<file path="src/hw/tlv_consts.svh">
// Constants for the two-level vectored interrupt handler
// Behaviour
// - Sixteen sources, each assignable to low or high priority level.
// - Pending flag sets on its event whatever the enable state.
// - Enabled pending source requests; core finishes instruction then long-calls its vector.
// - Handler return resumes the instruction that would otherwise have run.
// - Pending flag of a disabled source makes no request.
// - Global enable bit 7 of enable register masks every source when zero.
// - Request seen while global enable clears may still be taken once.
// - Some flags cleared by hardware on vectoring, others by software.
// - Flag still set after return re-requests after one more instruction.
// - Software setting a pending flag acts exactly like a hardware event; here a level-sensed external flag drops the set and follows its input.
// - Per external input, sense bit selects edge or level, polarity bit selects level.
// - External inputs watch a configured port pin without disturbing the pin.
// - External pending flags sit at timer control bits 1 and 3.
// - Edge-sensed external flag clears by hardware on vectoring.
// - Level-sensed external flag follows the active input level.
// - Every source has its own enable bit.
// - Every source has its own priority bit, all low after reset.
// - High level preempts running low handler; high handler never preempted.
// - Higher level wins; equal level decided by fixed source order.
// - Vectors start at 0x0003 and rise by eight per source.
// - Requests sampled and decoded every clock cycle.
`ifndef TLV_CONSTS_SVH
`define TLV_CONSTS_SVH
`define TLV_NSRC          16
`define TLV_ADDR_EN       8'h00
`define TLV_ADDR_EXT_EN1  8'h04
`define TLV_ADDR_EXT_EN2  8'h08
`define TLV_ADDR_PRIO     8'h0c
`define TLV_ADDR_EXT_PRI1 8'h10
`define TLV_ADDR_EXT_PRI2 8'h14
`define TLV_ADDR_TMR_CTL  8'h18
`define TLV_ADDR_PIN_CFG  8'h1c
`define TLV_ADDR_PEND_SET 8'h20
`define TLV_ADDR_PEND_CLR 8'h24
`define TLV_ADDR_STATUS   8'h28
`define TLV_GEN_BIT       7
`define TLV_TC_SENSE0     0
`define TLV_TC_PEND0      1
`define TLV_TC_SENSE1     2
`define TLV_TC_PEND1      3
`define TLV_TC_PEND_T0    5
`define TLV_TC_PEND_T1    7
`define TLV_PC_POL0       3
`define TLV_PC_POL1       7
`define TLV_SRC_EXT0      4'h0
`define TLV_SRC_T0        4'h1
`define TLV_SRC_EXT1      4'h2
`define TLV_SRC_T1        4'h3
`define TLV_EXT_MASK      16'h0005
`define TLV_HWCLR_MASK    16'h000f
`define TLV_VEC_BASE      16'h0003
`define TLV_VEC_SHIFT     3
`define TLV_RST_VECTOR    16'h0000
`define TLV_PIN_IDLE      8'hff
`endif

</file>
<file path="src/hw/tlv_pkg.sv">
// Types for the two-level vectored interrupt handler
package tlv_pkg;
  typedef struct packed {
    logic [7:0] sync1;
    logic [7:0] sync2;
    logic       level;
    logic       rise;
  } tlv_ext_state_t;

  typedef struct packed {
    logic [15:0] enable;
    logic        globalEn;
    logic [15:0] prio;
    logic [15:0] pending;
    logic [1:0]  sense;
    logic [7:0]  pinCfg;
    logic        inSvcHi;
    logic        inSvcLo;
    logic        retiHold;
    logic        irqReq;
    logic        reqHigh;
    logic [3:0]  srcIdx;
    logic [15:0] vector;
    logic        pready;
    logic        pslverr;
    logic [31:0] prdata;
  } tlv_state_t;
endpackage : tlv_pkg

</file>
<file path="src/hw/tlv_ext_input.sv">
// External interrupt pin synchroniser, selector and edge detector
`timescale 1ns/10ps
`default_nettype none
`include "tlv_consts.svh"
module tlv_ext_input
  import tlv_pkg::*;
(
  input  wire logic       clk,
  input  wire logic       nrst,
  input  wire logic [7:0] portPins,
  input  wire logic [2:0] pinSel,
  input  wire logic       polarityHigh,
  output logic            edgePulse,
  output logic            levelActive
);
  import tlv_pkg::*;

  tlv_ext_state_t q;
  tlv_ext_state_t d;
  logic           active;

  always_comb begin
    d        = q;
    d.sync1  = portPins;
    d.sync2  = q.sync1;
    active   = q.sync2[pinSel] ~^ polarityHigh;
    d.level  = active;
    d.rise   = active & ~q.level;
  end

  always_ff @(posedge clk) begin
    if (!nrst) begin
      // Synchronisers start at the idle pin level, so no false edge follows reset
      q <= '{sync1: `TLV_PIN_IDLE, sync2: `TLV_PIN_IDLE, level: 1'b0, rise: 1'b0};
    end else begin
      q <= d;
    end
  end

  assign edgePulse   = q.rise;
  assign levelActive = q.level;
endmodule : tlv_ext_input
`default_nettype wire

</file>
<file path="src/hw/tlv_irq_handler.sv">
// Two-level vectored interrupt handler with APB register access
//
// Chosen here: the register addresses and the APB interface to the registers.
`timescale 1ns/10ps
`default_nettype none
`include "tlv_consts.svh"
module tlv_irq_handler
  import tlv_pkg::*;
(
  input  wire logic        clk,
  input  wire logic        nrst,
  input  wire logic        psel,
  input  wire logic        penable,
  input  wire logic        pwrite,
  input  wire logic [7:0]  paddr,
  input  wire logic [31:0] pwdata,
  output logic             pready,
  output logic [31:0]      prdata,
  output logic             pslverr,
  input  wire logic [15:0] periphEvent,
  input  wire logic [7:0]  portPins,
  input  wire logic        vectorTaken,
  input  wire logic        returnDone,
  input  wire logic        instrEnd,
  output logic             irqReq,
  output logic             irqHigh,
  output logic [3:0]       irqSource,
  output logic [15:0]      irqVector
);
  import tlv_pkg::*;

  tlv_state_t  q;
  tlv_state_t  d;
  logic        ext0Edge;
  logic        ext0Level;
  logic        ext1Edge;
  logic        ext1Level;
  logic        setupPh;
  logic        wrAcc;
  logic        mapped;
  logic [31:0] rdMux;
  logic [15:0] elig;
  logic [15:0] hiReq;
  logic [15:0] loReq;
  logic [15:0] cand;
  logic [3:0]  idx;
  logic [15:0] swSet;
  logic [15:0] swClr;
  logic [15:0] hwClr;
  logic [15:0] evSet;

  tlv_ext_input uExt0 (
    .clk          (clk),
    .nrst         (nrst),
    .portPins     (portPins),
    .pinSel       (q.pinCfg[2:0]),
    .polarityHigh (q.pinCfg[`TLV_PC_POL0]),
    .edgePulse    (ext0Edge),
    .levelActive  (ext0Level)
  );

  tlv_ext_input uExt1 (
    .clk          (clk),
    .nrst         (nrst),
    .portPins     (portPins),
    .pinSel       (q.pinCfg[6:4]),
    .polarityHigh (q.pinCfg[`TLV_PC_POL1]),
    .edgePulse    (ext1Edge),
    .levelActive  (ext1Level)
  );

  always_comb begin
    d       = q;
    setupPh = psel & ~penable;
    wrAcc   = psel & penable & q.pready & pwrite;
    mapped  = 1'b1;
    rdMux   = '0;
    swSet   = '0;
    swClr   = '0;
    hwClr   = '0;
    evSet   = '0;

    // Register read mux
    if (paddr == `TLV_ADDR_EN) begin
      rdMux[7:0] = {q.globalEn, q.enable[6:0]};
    end else if (paddr == `TLV_ADDR_EXT_EN1) begin
      rdMux[7:0] = q.enable[14:7];
    end else if (paddr == `TLV_ADDR_EXT_EN2) begin
      rdMux[0] = q.enable[15];
    end else if (paddr == `TLV_ADDR_PRIO) begin
      rdMux[6:0] = q.prio[6:0];
    end else if (paddr == `TLV_ADDR_EXT_PRI1) begin
      rdMux[7:0] = q.prio[14:7];
    end else if (paddr == `TLV_ADDR_EXT_PRI2) begin
      rdMux[0] = q.prio[15];
    end else if (paddr == `TLV_ADDR_TMR_CTL) begin
      rdMux[`TLV_TC_SENSE0]  = q.sense[0];
      rdMux[`TLV_TC_PEND0]   = q.pending[`TLV_SRC_EXT0];
      rdMux[`TLV_TC_SENSE1]  = q.sense[1];
      rdMux[`TLV_TC_PEND1]   = q.pending[`TLV_SRC_EXT1];
      rdMux[`TLV_TC_PEND_T0] = q.pending[`TLV_SRC_T0];
      rdMux[`TLV_TC_PEND_T1] = q.pending[`TLV_SRC_T1];
    end else if (paddr == `TLV_ADDR_PIN_CFG) begin
      rdMux[7:0] = q.pinCfg;
    end else if (paddr == `TLV_ADDR_PEND_SET || paddr == `TLV_ADDR_PEND_CLR) begin
      rdMux[15:0] = q.pending;
    end else if (paddr == `TLV_ADDR_STATUS) begin
      rdMux[11:0] = {q.inSvcHi, q.inSvcLo, q.retiHold, q.irqReq, q.reqHigh, 3'h0, q.srcIdx};
    end else begin
      mapped = 1'b0;
    end

    // APB zero-wait answer during the access phase
    d.pready  = setupPh;
    d.pslverr = setupPh & ~mapped;
    if (setupPh) begin
      d.prdata = pwrite ? 32'h0000_0000 : rdMux;
    end

    // Register writes
    if (wrAcc && mapped) begin
      if (paddr == `TLV_ADDR_EN) begin
        d.globalEn    = pwdata[`TLV_GEN_BIT];
        d.enable[6:0] = pwdata[6:0];
      end else if (paddr == `TLV_ADDR_EXT_EN1) begin
        d.enable[14:7] = pwdata[7:0];
      end else if (paddr == `TLV_ADDR_EXT_EN2) begin
        d.enable[15] = pwdata[0];
      end else if (paddr == `TLV_ADDR_PRIO) begin
        d.prio[6:0] = pwdata[6:0];
      end else if (paddr == `TLV_ADDR_EXT_PRI1) begin
        d.prio[14:7] = pwdata[7:0];
      end else if (paddr == `TLV_ADDR_EXT_PRI2) begin
        d.prio[15] = pwdata[0];
      end else if (paddr == `TLV_ADDR_TMR_CTL) begin
        d.sense[0] = pwdata[`TLV_TC_SENSE0];
        d.sense[1] = pwdata[`TLV_TC_SENSE1];
        swSet[`TLV_SRC_EXT0] = pwdata[`TLV_TC_PEND0];
        swClr[`TLV_SRC_EXT0] = ~pwdata[`TLV_TC_PEND0];
        swSet[`TLV_SRC_EXT1] = pwdata[`TLV_TC_PEND1];
        swClr[`TLV_SRC_EXT1] = ~pwdata[`TLV_TC_PEND1];
        swSet[`TLV_SRC_T0]   = pwdata[`TLV_TC_PEND_T0];
        swClr[`TLV_SRC_T0]   = ~pwdata[`TLV_TC_PEND_T0];
        swSet[`TLV_SRC_T1]   = pwdata[`TLV_TC_PEND_T1];
        swClr[`TLV_SRC_T1]   = ~pwdata[`TLV_TC_PEND_T1];
      end else if (paddr == `TLV_ADDR_PIN_CFG) begin
        d.pinCfg = pwdata[7:0];
      end else if (paddr == `TLV_ADDR_PEND_SET) begin
        swSet = pwdata[15:0];
      end else if (paddr == `TLV_ADDR_PEND_CLR) begin
        swClr = pwdata[15:0];
      end
    end

    // Arbitration, sampled every cycle
    elig  = q.pending & q.enable & {`TLV_NSRC{q.globalEn}};
    hiReq = elig & q.prio;
    loReq = elig & ~q.prio;
    if (q.inSvcHi) begin
      cand = '0;
    end else if (q.inSvcLo) begin
      cand = hiReq;
    end else if (|hiReq) begin
      cand = hiReq;
    end else begin
      cand = loReq;
    end
    idx = '0;
    for (int i = `TLV_NSRC - 1; i >= 0; i--) begin
      if (cand[i]) begin
        idx = 4'(i);
      end
    end
    d.srcIdx  = idx;
    d.reqHigh = |(cand & q.prio);
    d.vector  = `TLV_VEC_BASE + (16'(idx) << `TLV_VEC_SHIFT);
    // Stale by one cycle, so a request seen as the global enable clears survives one cycle
    d.irqReq  = |cand & ~q.retiHold & ~vectorTaken & ~returnDone;

    // Core takes the long call
    if (vectorTaken && q.irqReq) begin
      if (q.reqHigh) begin
        d.inSvcHi = 1'b1;
      end else begin
        d.inSvcLo = 1'b1;
      end
      hwClr = `TLV_HWCLR_MASK & (16'h0001 << q.srcIdx);
    end

    // Handler return restores the interrupted level
    if (returnDone) begin
      if (q.inSvcHi) begin
        d.inSvcHi = 1'b0;
      end else begin
        d.inSvcLo = 1'b0;
      end
      d.retiHold = 1'b1;
    end else if (instrEnd) begin
      d.retiHold = 1'b0;
    end

    // Pending flags; a set in the same cycle as a clear wins
    evSet = periphEvent & ~`TLV_EXT_MASK;
    evSet[`TLV_SRC_EXT0] = q.sense[0] & ext0Edge;
    evSet[`TLV_SRC_EXT1] = q.sense[1] & ext1Edge;
    d.pending = (q.pending & ~(swClr | hwClr)) | evSet | swSet;
    if (!q.sense[0]) begin
      d.pending[`TLV_SRC_EXT0] = ext0Level;
    end
    if (!q.sense[1]) begin
      d.pending[`TLV_SRC_EXT1] = ext1Level;
    end
  end

  always_ff @(posedge clk) begin
    if (!nrst) begin
      q <= '0;
    end else begin
      q <= d;
    end
  end

  assign pready    = q.pready;
  assign prdata    = q.prdata;
  assign pslverr   = q.pslverr;
  assign irqReq    = q.irqReq;
  assign irqHigh   = q.reqHigh;
  assign irqSource = q.srcIdx;
  assign irqVector = q.vector;
endmodule : tlv_irq_handler
`default_nettype wire

</file>
<file path="config.mk">
export PLATFORM = sky130hd
export DESIGN_NAME = tlv_irq_handler
export DESIGN_NICKNAME = d
export VERILOG_FILES = /design/src/hw/tlv_pkg.sv /design/src/hw/tlv_ext_input.sv /design/src/hw/tlv_irq_handler.sv
export VERILOG_INCLUDE_DIRS = /design/src /design/src/hw
export SDC_FILE = /design/constraint.sdc
export NUM_CORES = 1
export LEC_CHECK = 0
export BUFFER_PORTS_ARGS = -buffer_cell sky130_fd_sc_hd__clkbuf_2
export CORE_MARGIN = 5
export CORE_UTILIZATION = 35
export CTS_BUF_LIST = sky130_fd_sc_hd__clkbuf_4 sky130_fd_sc_hd__clkbuf_8
export CTS_CLUSTER_DIAMETER = 100
export CTS_CLUSTER_SIZE = 16
export DETAILED_ROUTE_END_ITERATION = 8
export PLACE_DENSITY_LB_ADDON = 0.1
export SLEW_MARGIN = 10
export SYNTH_ARGS = -nofsm -noshare
export SYNTH_HDL_FRONTEND = slang
export SYNTH_SLANG_ARGS = --single-unit
</file>
<file path="constraint.sdc">
create_clock -name clk -period 2.6 [get_ports clk]
set_input_delay 0 -clock clk [delete_from_list [all_inputs] [get_ports clk]]
set_output_delay 0 -clock clk [all_outputs]
set_load 0.01 [all_outputs]
</file>
==> results.sh <==
export IMPL_cts_root_buffer="clkbuf_8"
export IMPL_slew_headroom_pct=56.9
export IMPL_die_w_um=137
export IMPL_rrSetupSlack_ps=140
export IMPL_cts_tree="done"
export IMPL_r2r_start="q[101]$_SDFFE_PN0P_"
export IMPL_power_switching_mw=0.823
export IMPL_vias_per_cell=5.39
export IMPL_power_frac_seq_pct=54.5
export IMPL_fmax_mhz=407
export IMPL_irDropWorstVdd_mv=0.196
export IMPL_post_route_min_period_ps=2460
export IMPL_cap_violations=0
export IMPL_hp_class="in -> reg"
export IMPL_worst_pin_slew_ps=640
export IMPL_p_per_area_nw_per_um2=438
export IMPL_n_antenna_cell=0
export IMPL_grt_start_max_net_pins=44
export IMPL_final_hold_viol_count=0
export IMPL_postSynthCellCount=686
export IMPL_die_area_um2=18800
export IMPL_hold_end="q[87]$_SDFFE_PN0P_"
export IMPL_cts_sinks=107
export IMPL_syn2layout_area_growth_pct=25.4
export IMPL_async_reset_ff_share_pct=0
export IMPL_initial_core_util_pct=35.7
export IMPL_seq_area_frac_synth_pct=38.0
export IMPL_num_vias=5669
export IMPL_status="completed"
export IMPL_fin_nets=902
export IMPL_internal_power_mw=2.28
export IMPL_finalSetupTns_ps=0
export IMPL_p_clk_share_pct=35.3
export IMPL_syn_area_um2=5640
export IMPL_syn_area_per_cell_um2=8.23
export IMPL_min_delay_start="pwdata[2]"
export IMPL_design_core_area_um2=15800
export IMPL_drt_first_iter_violations=539
export IMPL_io_buffer_count=83
export IMPL_yosys_warnings=0
export IMPL_overflow=0
export IMPL_path_max_fanout=13
export IMPL_multi_input_area_um2=3010
export IMPL_worstSetupStartpointType="flip-flop"
export IMPL_yosysUniqueCellTypes=65
export IMPL_synth_edf_count=0
export IMPL_drc_errors=0
export IMPL_synth_seq_cells=107
export IMPL_pwr_share_comb_pct=10.2
export IMPL_grt_pass1_vias=5486
export IMPL_grt_first_pass_wirelength_mm=31.6
export IMPL_finalWorstSetupSlack_ps=145
export IMPL_gp_congestion=0.934
export IMPL_dp_final_hpwl_mm=16.1
export IMPL_worstPathArrival_ps=2730
export IMPL_numCtsBuffers=9
export IMPL_min_path_cells=3
export IMPL_firstDrtPassIters=5
export IMPL_drt_total_wl_mm=20.9
export IMPL_rsz0062_at_grt="false"
export IMPL_drt_antenna_violating_nets=0
export IMPL_fill_cells=1644
export IMPL_place_ws_ps=142
export IMPL_clock_latency_ps=390
export IMPL_die_y_um=137
export IMPL_wl_per_cell_um=19.8
export IMPL_cts_clk_slew_worst_paths_ps=100
export IMPL_num_rows=46
export IMPL_finClkSkew_ps=11.2
export IMPL_cts_path_max_buffers=2
export IMPL_synth_flop_cell="dfxtp_1"
export IMPL_num_io_pins=128
export IMPL_grt_use_total_pct=22.5
export IMPL_timing_final_crit_share_pct=94.4
export IMPL_h_tree_depth=3
export IMPL_critPathCaptureType="flip-flop"
export IMPL_drive_above_1_share_pct=22.9
export IMPL_leakagePower_nw=2.86
export IMPL_antenna_found_initial=0
export IMPL_worstSetupPathType="reg -> reg"
export IMPL_seq_area_um2=2140
export IMPL_worst_ep_required_time_ps=2870
export IMPL_r2r_cells=9
export IMPL_setup_viol=0
export IMPL_regToRegEndpoint="irqSource[0]$_SDFF_PP0_"
export IMPL_switching_share_pct=26.6
export IMPL_slew_viol_final=0
[state kept, by name, summed over array words and instances, names as in the netlist]
| name | cells |
|---|---|
| irqHigh | 1 |
| irqReq | 1 |
| irqSource | 4 |
| irqVector | 1 |
| prdata | 16 |
| pready | 1 |
| pslverr | 1 |
| q | 62 |
| uExt0.d | 8 |
| uExt0.edgePulse | 1 |
| uExt0.levelActive | 1 |
| uExt0.q | 8 |
| uExt1.edgePulse | 1 |
| uExt1.levelActive | 1 |
[critical path, stage by stage, from the launching register on]
cell      delay [ps]
dfxtp_1          380
buf_4            230
nand2_1           90
o22a_1           240
and3b_4          210
and3_2           290
o221ai_1         320
a221oi_2         120
o32ai_1          370
a221oi_2         100
[repair_timing]
item	CTS	global route
buffers inserted	0	0
resized for setup	0	1
endpoints found under the setup margin	0	3
hold buffers	51	0
endpoints found under the hold margin	42	0
[Yosys cell counts (4+ instances only)]
| cell type | n | area, um^2 |
|---|---|---|
| nand3_1 | 32 | 160 |
| a21oi_1 | 59 | 295 |
| or3_1 | 4 | 25.0 |
| nand2_1 | 71 | 267 |
| and2_1 | 4 | 25.0 |
| and3_1 | 5 | 31.3 |
| nand2b_1 | 27 | 169 |
| or4_1 | 4 | 30.0 |
| mux2i_1 | 30 | 300 |
| o21ai_0 | 13 | 65.1 |
| a221oi_1 | 13 | 114 |
| clkbuf_1 | 30 | 113 |
| a22oi_1 | 24 | 180 |
| o21ai_1 | 14 | 70.1 |
| mux4_2 | 4 | 90.1 |
| inv_1 | 7 | 26.3 |
| nor3_1 | 10 | 50.1 |
| a31oi_1 | 10 | 62.6 |
| dfxtp_1 | 107 | 2140 |
| buf_2 | 6 | 30.0 |
| nand4_1 | 12 | 75.1 |
| nor2_1 | 75 | 282 |
| buf_4 | 54 | 405 |
[power groups by stage]
stage	registers (mW)	clock network [mW]	logic, mW
2_1_floorplan	1.72	0	0.154
3_3_place_gp	1.73	0	0.248
3_5_place_dp	1.73	0	0.251
4_1_cts	1.69	1.13	0.310
5_1_grt	1.69	1.19	0.343
6_report	1.69	1.09	0.315
[worst max-delay path by stage]
| stage | slack (ps) | to | cells past startpoint | from |
|---|---|---|---|---|
| final | 140 | irqSource[0]$_SDFF_PP0_ | 9 | q[101]$_SDFFE_PN0P_ |
| after global routing | 20 | q[75]$_SDFF_PN0_ | 9 | pready$_SDFF_PN0_ |
| after CTS | 90 | irqSource[0]$_SDFF_PP0_ | 8 | q[101]$_SDFFE_PN0P_ |
| after detailed placement | 140 | irqSource[0]$_SDFF_PP0_ | 8 | q[101]$_SDFFE_PN0P_ |
| after global placement | 150 | irqSource[0]$_SDFF_PP0_ | 8 | q[101]$_SDFFE_PN0P_ |
| after floorplan | 390 | irqSource[0]$_SDFF_PP0_ | 9 | q[78]$_SDFF_PN0_ |
[routing by layer]
layer / global-route usage (%) / share of wire (%)
met5: 0 / 0
met4: 7.93 / 2.5
met3: 3.35 / 7.0
met2: 35.1 / 45
met1: 31.5 / 45
[cells by family (layout without fill, tap and decap cells)]
| logic type | count (synthesis) | after routing | share of synthesized area, % |
|---|---|---|---|
| XOR/XNOR | 4 | 4 | 0.621 |
| other | 1 | 26 | 0.0664 |
| AND/OR/NAND/NOR | 265 | 265 | 23.2 |
| AO/OA/AOI/OAI | 170 | 170 | 20.0 |
| flip-flops | 107 | 107 | 38.0 |
| buffers and inverters | 101 | 225 | 10.4 |
| multiplexers | 38 | 38 | 7.78 |
[layout make-up]
type | instances | area share [%]
tap | 216 | 3.82
multi-input combinational | 503 | 42.6
sequential | 107 | 30.3
timing repair buffer | 198 | 19.9
inverter | 11 | 0.583
clock buffer | 9 | 1.75
clock inverter | 7 | 1.17
[metrics by stage]
stage	hold WS, ps	cells	total power, mW	cell area, um^2	utilization, %
2_1_floorplan	27.7	711	1.88	5740	-
3_3_place_gp	179	984	1.98	6360	40.2
3_5_place_dp	183	984	1.98	6360	40.2
4_1_cts	24.6	1051	3.13	7080	44.7
5_1_grt	60.0	1051	3.23	7080	44.7
6_report	40.1	1051	3.10	7080	44.7
[placed cells by master, fill, tap and decap left out, types with 14 or more instances in the layout]
cell / count
mux2i_1: 30
o21ai_1: 14
nor2_1: 75
a21oi_1: 59
dfxtp_1: 107
nand2_1: 71
clkbuf_2: 83
conb_1: 26
nand3_1: 32
nand2b_1: 27
buf_4: 64
a22oi_1: 24
dlygate4sd3_1: 51
Note: power is estimated with default switching activity, not from simulation.
